--- src/logic/bst_pkg.sv ---
// Contract
// - the block offers a four-signal test port: test clock, test data in, test data out and mode select.
// - the controller is a sixteen-state machine held in a four-bit state register.
// - every controller step uses the mode select level taken at a rising test clock edge, set up by the tester beforehand.
// - after power-up reset the controller sits in test-logic-reset with no test clock activity needed.
// - five test clock cycles with mode select high bring the controller to test-logic-reset from any state.
// - the extest, sample/preload and bypass instructions are decoded, plus optional idcode.
// - instruction-path states work on the instruction register, data-path states on the selected data register.
// - three data registers exist, bypass, identification and boundary scan, each placed between data in and out.
// - any instruction that selects no other register selects bypass.
// - a 32-bit identification register with low byte, id number, part number and version fields shifts out serially.
// - every pin has a boundary cell that captures the pin and, under extest, drives it.
// - the controller makes the capture, shift and update strobes for all registers from mode select and test clock.
package bst_pkg;
  typedef enum logic [3:0] {
    BST_TLR, BST_RTI, BST_SEL_DR, BST_CAP_DR, BST_SH_DR, BST_EX1_DR, BST_PAUSE_DR, BST_EX2_DR,
    BST_UPD_DR, BST_SEL_IR, BST_CAP_IR, BST_SH_IR, BST_EX1_IR, BST_PAUSE_IR, BST_EX2_IR, BST_UPD_IR
  } bst_state_t;
  localparam int BST_IR_W = 4;
  localparam logic [3:0] BST_OP_EXTEST = 4'h0;
  localparam logic [3:0] BST_OP_SAMPLE = 4'h1;
  localparam logic [3:0] BST_OP_IDCODE = 4'h2;
  localparam logic [3:0] BST_OP_BYPASS = 4'hf;
  localparam logic [3:0] BST_IR_RESET = BST_OP_IDCODE;
  localparam logic [3:0] BST_IR_CAPTURE = 4'h1;
  localparam int BST_SYNC_STAGES = 2;
  localparam int BST_ID_LSB_POS = 0;
  localparam int BST_ID_NUM_POS = 8;
  localparam int BST_ID_PART_POS = 12;
  localparam int BST_ID_VER_POS = 28;
endpackage

--- src/logic/bst_ctrl_if.sv ---
`timescale 1ns/1ps
`default_nettype none
// strobes from the controller to the register logic, one system clock wide
interface bst_ctrl_if;
  logic rise;
  logic fall;
  bst_pkg::bst_state_t state;
  modport ctrl (output rise, output fall, output state);
  modport regs (input rise, input fall, input state);
endinterface
`default_nettype wire

--- src/logic/bst_tap_fsm.sv ---
`timescale 1ns/1ps
`default_nettype none
// synchronises tck/tms, finds tck edges and steps the controller
module bst_tap_fsm (
  input wire logic MCLK,
  input wire logic RST_N,
  input wire logic tck_pin,
  input wire logic tms_pin,
  bst_ctrl_if.ctrl cif
);
  import bst_pkg::*;
  logic [BST_SYNC_STAGES-1:0] tck_s_r, tms_s_r;
  logic tck_d_r, tck_d_nxt;
  bst_state_t st_r, st_nxt;
  logic rise_c;

  // two-flop synchronisers; only the last stage is read
  always_ff @(posedge MCLK or negedge RST_N) begin
    if (!RST_N) begin
      tck_s_r <= '0;
      tms_s_r <= '1;
    end else begin
      tck_s_r <= {tck_s_r[BST_SYNC_STAGES-2:0], tck_pin};
      tms_s_r <= {tms_s_r[BST_SYNC_STAGES-2:0], tms_pin};
    end
  end

  assign rise_c = tck_s_r[BST_SYNC_STAGES-1] & ~tck_d_r;

  // next state per tms at the rising tck edge
  always_comb begin
    tck_d_nxt = tck_s_r[BST_SYNC_STAGES-1];
    st_nxt = st_r;
    if (rise_c) begin
      case (st_r)
        BST_TLR: st_nxt = tms_s_r[1] ? BST_TLR : BST_RTI;
        BST_RTI: st_nxt = tms_s_r[1] ? BST_SEL_DR : BST_RTI;
        BST_SEL_DR: st_nxt = tms_s_r[1] ? BST_SEL_IR : BST_CAP_DR;
        BST_CAP_DR: st_nxt = tms_s_r[1] ? BST_EX1_DR : BST_SH_DR;
        BST_SH_DR: st_nxt = tms_s_r[1] ? BST_EX1_DR : BST_SH_DR;
        BST_EX1_DR: st_nxt = tms_s_r[1] ? BST_UPD_DR : BST_PAUSE_DR;
        BST_PAUSE_DR: st_nxt = tms_s_r[1] ? BST_EX2_DR : BST_PAUSE_DR;
        BST_EX2_DR: st_nxt = tms_s_r[1] ? BST_UPD_DR : BST_SH_DR;
        BST_UPD_DR: st_nxt = tms_s_r[1] ? BST_SEL_DR : BST_RTI;
        BST_SEL_IR: st_nxt = tms_s_r[1] ? BST_TLR : BST_CAP_IR;
        BST_CAP_IR: st_nxt = tms_s_r[1] ? BST_EX1_IR : BST_SH_IR;
        BST_SH_IR: st_nxt = tms_s_r[1] ? BST_EX1_IR : BST_SH_IR;
        BST_EX1_IR: st_nxt = tms_s_r[1] ? BST_UPD_IR : BST_PAUSE_IR;
        BST_PAUSE_IR: st_nxt = tms_s_r[1] ? BST_EX2_IR : BST_PAUSE_IR;
        BST_EX2_IR: st_nxt = tms_s_r[1] ? BST_UPD_IR : BST_SH_IR;
        default: st_nxt = tms_s_r[1] ? BST_SEL_DR : BST_RTI;
      endcase
    end
  end

  // state register, test-logic-reset on power-up
  always_ff @(posedge MCLK or negedge RST_N) begin
    if (!RST_N) begin
      st_r <= BST_TLR;
      tck_d_r <= 1'b0;
    end else begin
      st_r <= st_nxt;
      tck_d_r <= tck_d_nxt;
    end
  end

  assign cif.rise = rise_c;
  assign cif.fall = ~tck_s_r[BST_SYNC_STAGES-1] & tck_d_r;
  assign cif.state = st_r;
endmodule
`default_nettype wire

--- src/logic/bst_tap_top.sv ---
`timescale 1ns/1ps
`default_nettype none
// boundary-scan test port: instruction register, bypass, id and boundary cells
module bst_tap_top #(
  parameter int NPINS = 8,
  parameter logic [7:0] ID_LSB = 8'h01, // arbitrary value
  parameter logic [3:0] ID_NUM = 4'h1, // arbitrary value
  parameter logic [15:0] ID_PART = 16'h0001, // arbitrary value
  parameter logic [3:0] ID_VER = 4'h0 // arbitrary value
) (
  input wire logic MCLK,
  input wire logic RST_N,
  input wire logic TCK,
  input wire logic TMS,
  input wire logic TDI,
  output logic TDO,
  output logic TDO_OE,
  input wire logic [NPINS-1:0] CORE_OUT,
  input wire logic [NPINS-1:0] CORE_OE,
  input wire logic [NPINS-1:0] PAD_IN,
  output logic [NPINS-1:0] PAD_OUT,
  output logic [NPINS-1:0] PAD_OE,
  output logic [bst_pkg::BST_IR_W-1:0] INSTR
);
  import bst_pkg::*;
  localparam int BSR_W = 3 * NPINS;

  // elaboration check: at least one pin needs a cell
  if (NPINS < 1) begin : g_bad_npins
    $error("NPINS must be at least 1");
  end

  bst_ctrl_if cif ();
  logic tdi_s1_r, tdi_s2_r;
  logic [NPINS-1:0] pad_in_s1_r, pad_in_s2_r;

  // controller with tck/tms synchronisers
  bst_tap_fsm u_fsm (
    .MCLK(MCLK),
    .RST_N(RST_N),
    .tck_pin(TCK),
    .tms_pin(TMS),
    .cif(cif)
  );

  // tdi and pad input synchronisers; only the second stage is read
  always_ff @(posedge MCLK or negedge RST_N) begin
    if (!RST_N) begin
      tdi_s1_r <= 1'b0;
      tdi_s2_r <= 1'b0;
      pad_in_s1_r <= '0;
      pad_in_s2_r <= '0;
    end else begin
      tdi_s1_r <= TDI;
      tdi_s2_r <= tdi_s1_r;
      pad_in_s1_r <= PAD_IN;
      pad_in_s2_r <= pad_in_s1_r;
    end
  end

  function automatic logic is_bsr_op(input logic [BST_IR_W-1:0] op);
    return (op == BST_OP_EXTEST) || (op == BST_OP_SAMPLE);
  endfunction

  logic [31:0] id_val;
  // id fields placed at their bit positions
  assign id_val[BST_ID_LSB_POS +: 8] = ID_LSB;
  assign id_val[BST_ID_NUM_POS +: 4] = ID_NUM;
  assign id_val[BST_ID_PART_POS +: 16] = ID_PART;
  assign id_val[BST_ID_VER_POS +: 4] = ID_VER;

  logic [BST_IR_W-1:0] ir_sh_r, ir_sh_nxt, ir_r, ir_nxt;
  logic byp_r, byp_nxt;
  logic [31:0] id_r, id_nxt;
  logic [BSR_W-1:0] bsr_sh_r, bsr_sh_nxt, bsr_up_r, bsr_up_nxt;
  logic [BSR_W-1:0] bsr_cap;
  logic tdo_r, tdo_nxt, tdo_oe_r, tdo_oe_nxt;
  logic [NPINS-1:0] pad_out_r, pad_out_nxt, pad_oe_r, pad_oe_nxt;
  logic in_ir, in_dr, sel_bsr, sel_id;

  // per pin three cells: input, output data, output enable
  genvar gi;
  generate
    for (gi = 0; gi < NPINS; gi++) begin : g_cell
      assign bsr_cap[3*gi] = pad_in_s2_r[gi];
      assign bsr_cap[3*gi+1] = CORE_OUT[gi];
      assign bsr_cap[3*gi+2] = CORE_OE[gi];
    end
  endgenerate

  assign in_ir = (cif.state == BST_CAP_IR) || (cif.state == BST_SH_IR) || (cif.state == BST_UPD_IR);
  assign in_dr = (cif.state == BST_CAP_DR) || (cif.state == BST_SH_DR) || (cif.state == BST_UPD_DR);
  assign sel_bsr = is_bsr_op(ir_r);
  assign sel_id = (ir_r == BST_OP_IDCODE);

  // register actions on rising tck, tdo on falling tck
  always_comb begin
    ir_sh_nxt = ir_sh_r;
    ir_nxt = ir_r;
    byp_nxt = byp_r;
    id_nxt = id_r;
    bsr_sh_nxt = bsr_sh_r;
    bsr_up_nxt = bsr_up_r;
    tdo_nxt = tdo_r;
    tdo_oe_nxt = tdo_oe_r;
    if (cif.state == BST_TLR) begin
      ir_nxt = BST_IR_RESET;
    end else if (cif.rise) begin
      if (in_ir) begin
        if (cif.state == BST_CAP_IR) begin
          ir_sh_nxt = BST_IR_CAPTURE;
        end else if (cif.state == BST_SH_IR) begin
          ir_sh_nxt = {tdi_s2_r, ir_sh_r[BST_IR_W-1:1]};
        end else begin
          ir_nxt = ir_sh_r;
        end
      end else if (in_dr) begin
        if (sel_bsr) begin
          if (cif.state == BST_CAP_DR) begin
            bsr_sh_nxt = bsr_cap;
          end else if (cif.state == BST_SH_DR) begin
            bsr_sh_nxt = {tdi_s2_r, bsr_sh_r[BSR_W-1:1]};
          end else begin
            bsr_up_nxt = bsr_sh_r;
          end
        end else if (sel_id) begin
          if (cif.state == BST_CAP_DR) begin
            id_nxt = id_val;
          end else if (cif.state == BST_SH_DR) begin
            id_nxt = {tdi_s2_r, id_r[31:1]};
          end
        end else begin
          if (cif.state == BST_CAP_DR) begin
            byp_nxt = 1'b0;
          end else if (cif.state == BST_SH_DR) begin
            byp_nxt = tdi_s2_r;
          end
        end
      end
    end
    if (cif.fall) begin
      tdo_oe_nxt = (cif.state == BST_SH_IR) || (cif.state == BST_SH_DR);
      if (cif.state == BST_SH_IR) begin
        tdo_nxt = ir_sh_r[0];
      end else if (sel_bsr) begin
        tdo_nxt = bsr_sh_r[0];
      end else if (sel_id) begin
        tdo_nxt = id_r[0];
      end else begin
        tdo_nxt = byp_r;
      end
    end
  end

  // pin drive: boundary cells under extest, core otherwise
  always_comb begin
    pad_out_nxt = CORE_OUT;
    pad_oe_nxt = CORE_OE;
    if (ir_r == BST_OP_EXTEST) begin
      for (int i = 0; i < NPINS; i++) begin
        pad_out_nxt[i] = bsr_up_r[3*i+1];
        pad_oe_nxt[i] = bsr_up_r[3*i+2];
      end
    end
  end

  // registers
  always_ff @(posedge MCLK or negedge RST_N) begin
    if (!RST_N) begin
      ir_sh_r <= '0;
      ir_r <= BST_IR_RESET;
      byp_r <= 1'b0;
      id_r <= '0;
      bsr_sh_r <= '0;
      bsr_up_r <= '0;
      tdo_r <= 1'b0;
      tdo_oe_r <= 1'b0;
      pad_out_r <= '0;
      pad_oe_r <= '0;
    end else begin
      ir_sh_r <= ir_sh_nxt;
      ir_r <= ir_nxt;
      byp_r <= byp_nxt;
      id_r <= id_nxt;
      bsr_sh_r <= bsr_sh_nxt;
      bsr_up_r <= bsr_up_nxt;
      tdo_r <= tdo_nxt;
      tdo_oe_r <= tdo_oe_nxt;
      pad_out_r <= pad_out_nxt;
      pad_oe_r <= pad_oe_nxt;
    end
  end

  assign TDO = tdo_r;
  assign TDO_OE = tdo_oe_r;
  assign PAD_OUT = pad_out_r;
  assign PAD_OE = pad_oe_r;
  assign INSTR = ir_r;
endmodule
`default_nettype wire

--- config.mk ---
export PLATFORM = sky130hd
export DESIGN_NAME = bst_tap_top
export DESIGN_NICKNAME = d
export VERILOG_FILES = /design/src/logic/bst_pkg.sv /design/src/logic/bst_ctrl_if.sv /design/src/logic/bst_tap_fsm.sv /design/src/logic/bst_tap_top.sv
export SDC_FILE = /design/constraint.sdc
export NUM_CORES = 1
export LEC_CHECK = 0
export ABC_AREA = 1
export BUFFER_PORTS_ARGS = -buffer_cell sky130_fd_sc_hd__buf_2
export CAP_MARGIN = 25
export CORE_UTILIZATION = 53
export CTS_CLUSTER_SIZE = 28
export DETAILED_ROUTE_END_ITERATION = 8
export PLACE_DENSITY_LB_ADDON = 0.05
export RECOVER_POWER = 100
export SYNTH_ARGS = -nofsm -noshare
export SYNTH_HDL_FRONTEND = slang
export SYNTH_SLANG_ARGS = --single-unit
--- constraint.sdc ---
create_clock -name MCLK -period 1.6 [get_ports MCLK]
set_clock_uncertainty 0.1 [all_clocks]
set_input_delay 0.16 -clock MCLK [delete_from_list [all_inputs] [get_ports MCLK]]
set_output_delay 0.16 -clock MCLK [all_outputs]
set_load 0.05 [all_outputs]
==> flow_metrics.py, run 1 <==
metrics = {
    "sta": {
        "tightest_slew_ns": 0.859,
        "period_minus_slack_ns": 1.69,
        "fmax_mhz": 590,
        "rsz0062_at_grt": "yes",
        "max-slew-margin-rel_pct": 42.7,
        "hold_violations": 0,
        "setup_slack_ns": -0.0937,
        "period_share_pct": 106,
        "setup_viol": 60,
        "slew_violations": 0,
    },
    "setup_path": {
        "worst-setup-path-type": "reg2reg",
        "path_common_cell": "nand2_4",
        "crit_slowest_cell": "dfrtp_1",
        "end_kind": "register",
        "required_ns": 1.96,
        "crit_chain": "nor2_4, nand2_4, nand2_4, nand2_4, nor2_4, buf_6, clkbuf_16, nand3_1, nand2_1",
        "start_kind": "register",
        "reg2reg_setup_slack_ns": -0.09,
        "rr_worst_depth": 9,
        "r2r-end": "id_r[27]$_DFFE_PN0P_",
        "cp_max_fo": 7,
        "r2r_start": "u_fsm.cif.state[2]$_DFFE_PN0P_",
        "max_stage_delay_ns": 0.43,
        "critPathArrivalTime_ns": 2.05,
    },
    "min_path": {
        "hold_class": "in2reg",
        "holdPathEnd": "tdi_s1_r$_DFF_PN0_",
        "min_path_cells": 2,
        "hp-start": "TDI",
    },
    "die": {
        "rows": 36,
        "ios": 51,
        "die_w_um": 102,
        "start_util_pct": 54.5,
        "die_area_um2": 10500,
        "core_um2": 9770,
        "die_h_um": 102,
    },
    "pwr": {
        "power.leakage_nw": 3.74,
        "total_power_w": 0.0140,
        "ir_drop_mv": 1.05,
        "power.density_nw_per_um2": 1920,
    },
    "yosys": {
        "yosys.area.top_type": "dfrtp_1",
        "syn_inst": 583,
        "async_reset_ff_share_pct": 100,
        "synth_area_um2": 5330,
        "synth_edf_count": 0,
        "ys_warn_count": 0,
        "synth.area.top_cells": "dfrtp_1 58%, nand2_1 8.7%, o21ai_0 6.6%",
        "synth.distinct_cells": 28,
        "synthTopCellsByCount": "123 x dfrtp_1, 123 x nand2_1, 70 x o21ai_0, 61 x inv_1, 46 x nor2_1",
        "synth_top_area_share_pct": 57.7,
        "synth_ff_type": "dfrtp_1",
        "syn_nets": 612,
        "syn_avg_cell_area_um2": 9.14,
        "ys_seq_area_share_pct": 59.2,
        "ys_ff_latch": 126,
    },
    "route": {
        "drc": 0,
        "drtIter0Drc": 141,
        "dr.pass1.iters": 7,
        "via_count": 4381,
        "via_per_inst": 5.15,
        "drt-total-wl_um": 12400,
        "wl_per_cell_um": 14.5,
        "ant_nets": 0,
    },
    "finish": {
        "regArea_um2": 3160,
        "final_area_um2": 7300,
        "layout-drive-gt1-share_pct": 30.5,
        "multi_input_area_um2": 1940,
        "nFillCells": 701,
        "fin_nets": 734,
        "area_delta_synth_final_pct": 37.0,
        "antennaDiodeCount": 0,
    },
    "clock_network": {
        "cts_tree": "yes",
        "cts.sinks": 126,
        "clk_latency_ns": 0.52,
        "clk_root_buffer_cell": "clkbuf_8",
        "cts_buffers": 17,
        "clk_pin_slew_ns": 0.06,
        "cts_max_level": 4,
        "clock_path_buffers": 2,
    },
    "placed_design": {
        "dp_hpwl_um": 7310,
        "placed_area_um2": 6100,
        "gp_congestion": 0.923,
        "io_buffers": 50,
    },
    "grt": {
        "grt.total_usage_pct": 25.4,
        "grt_overflow": 0,
        "antenna_found_initial": 0,
        "grt_max_degree": 34,
        "grt_pass1_wl_um": 20000,
        "grt_pass1_vias": 4331,
    },
    "job": {
        "maxCapViolations": 0,
    },
    "status": {
        "status": "finished with violations",
        "violations": "negative setup slack",
    },
}
## where the power goes
group,switching (W),internal [W]
combinational,0.00336,0.00194
clock,0.00140,0.00289
sequential,0.000442,0.00400
total,0.00520,0.00884
## cells by family after synthesis
kind of cell    count (synthesis)  synth area share [%]
simple gates                  228                  18.6
compound gates                135                  14.8
flops                         126                  59.2
buf+inv                        94                  7.42
## area by class of cell
cell class | count | share of cell area, %
Tap cell | 133 | 2.28
Sequential cell | 126 | 43.3
Clock buffer | 19 | 5.91
Clock inverter | 13 | 3.22
Inverter | 65 | 3.38
Multi-Input combinational cell | 363 | 26.6
Timing Repair Buffer | 132 | 15.3
## sequential cells by signal, summed over array words and instances, names as in the netlist, 4 cells and up
register and count:
id_r 32, ir_sh_r 4, INSTR 4, PAD_OUT 8, u_fsm.cif.state 4, pad_in_s1_r 8
bsr_sh_r 24, bsr_up_r 16, PAD_OE 8, pad_in_s2_r 8
## placed cells by master (no fill, tap or decap), types with 20 or more instances in the layout
cell and instances:
a21oi_1 22, o21ai_1 20, o21ai_0 56, buf_2 31, nor2_1 26, buf_4 32, dfrtp_1 120, nand3_1 37
nand2_1 116, dlygate4sd3_1 28, inv_1 57
## metrics by stage
step	worst slack, ns	utilization, %	TNS (ns)	std cells	hold WS [ns]
floorplan	-0.0214	-	-0.343	583	-0.236
global placement	-0.0847	62.4	-3.68	779	0.0574
detailed placement	-0.165	62.4	-6.67	779	0.0616
CTS	-0.0478	74.1	-1.33	847	0.0564
global route	-0.170	74.7	-7.80	851	0.160
finish	-0.0937	74.7	-2.29	851	0.177
## what timing repair did
item | 4_1_cts | 5_1_grt
hold buffers | 28 | 0
endpoints found under the setup margin | 74 | 82
cloned | 2 | 1
hold endpoints to repair | 164 | 0
setup buffers | 6 | 5
pin swaps | 3 | 12
gates resized for setup | 36 | 37
## worst max-delay path by stage
stage	start	to	slack, ns	cells after the start
2_1_floorplan	INSTR[3]$_DFFE_PN0P_	bsr_sh_r[0]$_DFFE_PN0P_	-0.02	7
3_5_place_dp	u_fsm.cif.state[3]$_DFFE_PN0P_	bsr_sh_r[15]$_DFFE_PN0P_	-0.17	9
4_1_cts	u_fsm.cif.state[3]$_DFFE_PN0P_	id_r[15]$_DFFE_PN0P_	-0.05	9
5_1_grt	u_fsm.cif.state[2]$_DFFE_PN0P_	id_r[29]$_DFFE_PN0P_	-0.17	9
3_3_place_gp	u_fsm.cif.state[2]$_DFFE_PN0P_	bsr_sh_r[14]$_DFFE_PN0P_	-0.08	9
6_report	u_fsm.cif.state[2]$_DFFE_PN0P_	id_r[27]$_DFFE_PN0P_	-0.09	9
## per-layer routing
metal  up-vias  GRT usage [%]  routed length, µm
met2       107           42.1               6350
li1       2123              -                  -
met4         0           11.0                221
met1      2126           31.5               5300
met3        25           6.70                497
met5         -              0                  0
## critical path, delay by kind of cell (launching register included)
family,cells,cell delay (ns)
DFF,1,0.43
and+or+nand+nor,7,0.80
buffers and inverters,2,0.29
(Power assumes the default switching activity.)
==> inputs of run 2 (changes only) <==
--- a/config.mk
+++ b/config.mk
@@ -13,6 +13,7 @@
 export DETAILED_ROUTE_END_ITERATION = 8
 export PLACE_DENSITY_LB_ADDON = 0.05
 export RECOVER_POWER = 100
+export REMOVE_ABC_BUFFERS = 1
 export SYNTH_ARGS = -nofsm -noshare
 export SYNTH_HDL_FRONTEND = slang
 export SYNTH_SLANG_ARGS = --single-unit
==> run 2 against run 1 <==
The run still ends with negative setup slack left. Utilization down 0.64 points. Sequential share of layout area is 0.37 points higher. Register-to-register slack improved by 0.06 ns. Sequential cell count did not move. Total power down 3.9%. Clock-buffer cell count up 2. Via count fell by 1.3%. Non-clock buffer count unchanged. Global-route usage fell by 1.3 points. Critical path type unchanged. Critical endpoint is now bsr_sh_r[9]$_DFFE_PN0P_. Highest routed layer unchanged.
==> flow_metrics.py, run 2 (synthesized netlist as in run 1, its figures left out) <==
metrics = {
    "route": {
        "wl_per_cell_um": 14.8,
        "drtIter0Drc": 129,
        "via_per_inst": 5.09,
        "via_count": 4324,
        "ant_nets": 0,
        "drt-total-wl_um": 12600,
        "drc": 0,
        "dr.pass1.iters": 5,
    },
    "sta": {
        "slew_violations": 0,
        "rsz0062_at_grt": "yes",
        "tightest_slew_ns": 1.07,
        "fmax_mhz": 610,
        "period_minus_slack_ns": 1.64,
        "setup_tns_ns": -0.437,
        "hold_violations": 0,
        "setup_slack_ns": -0.0387,
        "setup_viol": 30,
        "max-slew-margin-rel_pct": 28.7,
        "period_share_pct": 102,
    },
    "die": {
        "die_h_um": 102,
        "start_util_pct": 54.5,
        "ios": 51,
        "core_um2": 9770,
        "die_area_um2": 10500,
        "die_w_um": 102,
        "rows": 36,
    },
    "clock_network": {
        "clock_path_buffers": 2,
        "cts_buffers": 17,
        "cts.sinks": 126,
        "clk_latency_ns": 0.51,
        "cts_tree": "yes",
        "clk_root_buffer_cell": "clkbuf_8",
        "cts_max_level": 4,
        "clk_pin_slew_ns": 0.06,
    },
    "setup_path": {
        "critPathArrivalTime_ns": 1.94,
        "path_buf_inv": 2,
        "crit_chain": "nor2_4, buf_4, nand2_4, nand2_4, nor2_4, nand3_4, buf_12, nor2_2, a21oi_2",
        "required_ns": 1.90,
        "crit_family": "simple AND/OR/NAND/NOR gates",
        "start_kind": "register",
        "end_kind": "register",
        "worst-setup-path-type": "reg2reg",
        "crit_slowest_cell": "dfrtp_2",
        "cp_max_fo": 26,
        "max_stage_delay_ns": 0.43,
    },
    "pwr": {
        "power.density_nw_per_um2": 1860,
        "ir_drop_mv": 1.20,
        "total_power_w": 0.0135,
        "power.leakage_nw": 3.70,
    },
    "finish": {
        "antennaDiodeCount": 0,
        "regArea_um2": 3160,
        "top_register": "id_r",
        "layout-drive-gt1-share_pct": 32.9,
        "finalNonFillerCells": 850,
        "multi_input_area_um2": 2020,
        "largest_register_ffs": 32,
        "nFillCells": 740,
        "final_area_um2": 7240,
        "largestRegisters": "id_r (32), bsr_sh_r (24), bsr_up_r (16)",
        "fin_nets": 734,
        "final_common_cell": "dfrtp_1",
        "final_cell_mix": "120 x dfrtp_1, 106 x nand2_1, 58 x inv_1",
        "final_util_pct": 74.1,
        "area_delta_synth_final_pct": 35.8,
    },
    "grt": {
        "grt_pass1_wl_um": 18900,
        "grt_pass1_vias": 3984,
        "antenna_found_initial": 0,
        "grt.total_usage_pct": 24.1,
        "grt_overflow": 0,
        "grt_max_degree": 57,
    },
    "job": {
        "maxCapViolations": 0,
    },
    "status": {
        "violations": "negative setup slack",
        "status": "finished with violations",
    },
    "placed_design": {
        "dp_hpwl_um": 7120,
        "dp.cells": 780,
        "placed_area_um2": 6010,
        "io_buffers": 50,
        "gp_congestion": 0.830,
    },
    "min_path": {
        "hold_class": "in2reg",
    },
}
-- run 2: changes by cell type in the layout (fill, tap and decap cells not counted), sizes merged --
| cell | before | now |
|---|---|---|
| bufinv | 6 | 1 |
| clkinv | 4 | 6 |
| clkbuf | 43 | 53 |
| buf | 80 | 71 |
| dlygate4sd3 | 28 | 29 |
-- run 2: worst register-to-register path, delay by kind of cell (launching register included) --
| kind | cells | cell delay (ns) |
|---|---|---|
| simple gates | 6 | 0.63 |
| flops | 1 | 0.43 |
| buf+inv | 2 | 0.33 |
| compound gates | 1 | 0.04 |
-- run 2: final cells by class --
cell class | instances | share of cell area, %
Inverter | 65 | 3.47
Multi-Input combinational cell | 363 | 27.9
Clock inverter | 10 | 1.21
Tap cell | 133 | 2.30
Timing Repair Buffer | 132 | 15.0
Clock buffer | 21 | 6.48
Sequential cell | 126 | 43.6
-- run 2: worst paths after layout --
check,start,to,depth (start not counted),slack [ns]
setup / recovery,u_fsm.cif.state[3]$_DFFE_PN0P_,bsr_sh_r[9]$_DFFE_PN0P_,9,-0.04
hold / removal,PAD_IN[6],pad_in_s1_r[6]$_DFF_PN0_,2,0.19
setup reg to reg,u_fsm.cif.state[3]$_DFFE_PN0P_,bsr_sh_r[9]$_DFFE_PN0P_,9,-0.04
hold reg to reg,pad_in_s1_r[1]$_DFF_PN0_,pad_in_s2_r[1]$_DFF_PN0_,0,0.25
max in group asynchronous,RST_N,pad_in_s2_r[2]$_DFF_PN0_,3,0.25
min in group asynchronous,RST_N,id_r[30]$_DFFE_PN0P_,3,0.29
-- run 2: per-stage QoR --
stage / setup slack, ns / hold slack, ns
floorplan: -0.911 / -0.236
global placement: -0.0534 / -0.0886
detailed placement: -0.117 / -0.0956
CTS: -0.0105 / 0.109
global route: -0.0971 / 0.168
finish: -0.0387 / 0.186
-- run 2: where the power goes --
group          switching (W)  internal, W  total (W)  leakage (nW)
Sequential          0.000457      0.00400    0.00446          1.54
Combinational        0.00355      0.00193    0.00548          1.88
Clock                0.00135      0.00221    0.00356         0.276
-- run 2: routing by layer --
metal | global-route usage [%] | up-vias | share of wire, %
met4 | 8.13 | 0 | 1.2
li1 | - | 2123 | -
met2 | 39.0 | 92 | 51
met3 | 6.22 | 13 | 4.0
met5 | 0 | - | 0
met1 | 31.9 | 2096 | 44
-- run 2: timing repair --
item	4_1_cts	5_1_grt
gates cloned	0	5
setup buffers	2	3
pin swaps	3	7
resized for setup	18	91
endpoints found under the hold margin	168	0
hold buffers	29	0
setup endpoints to repair	74	87
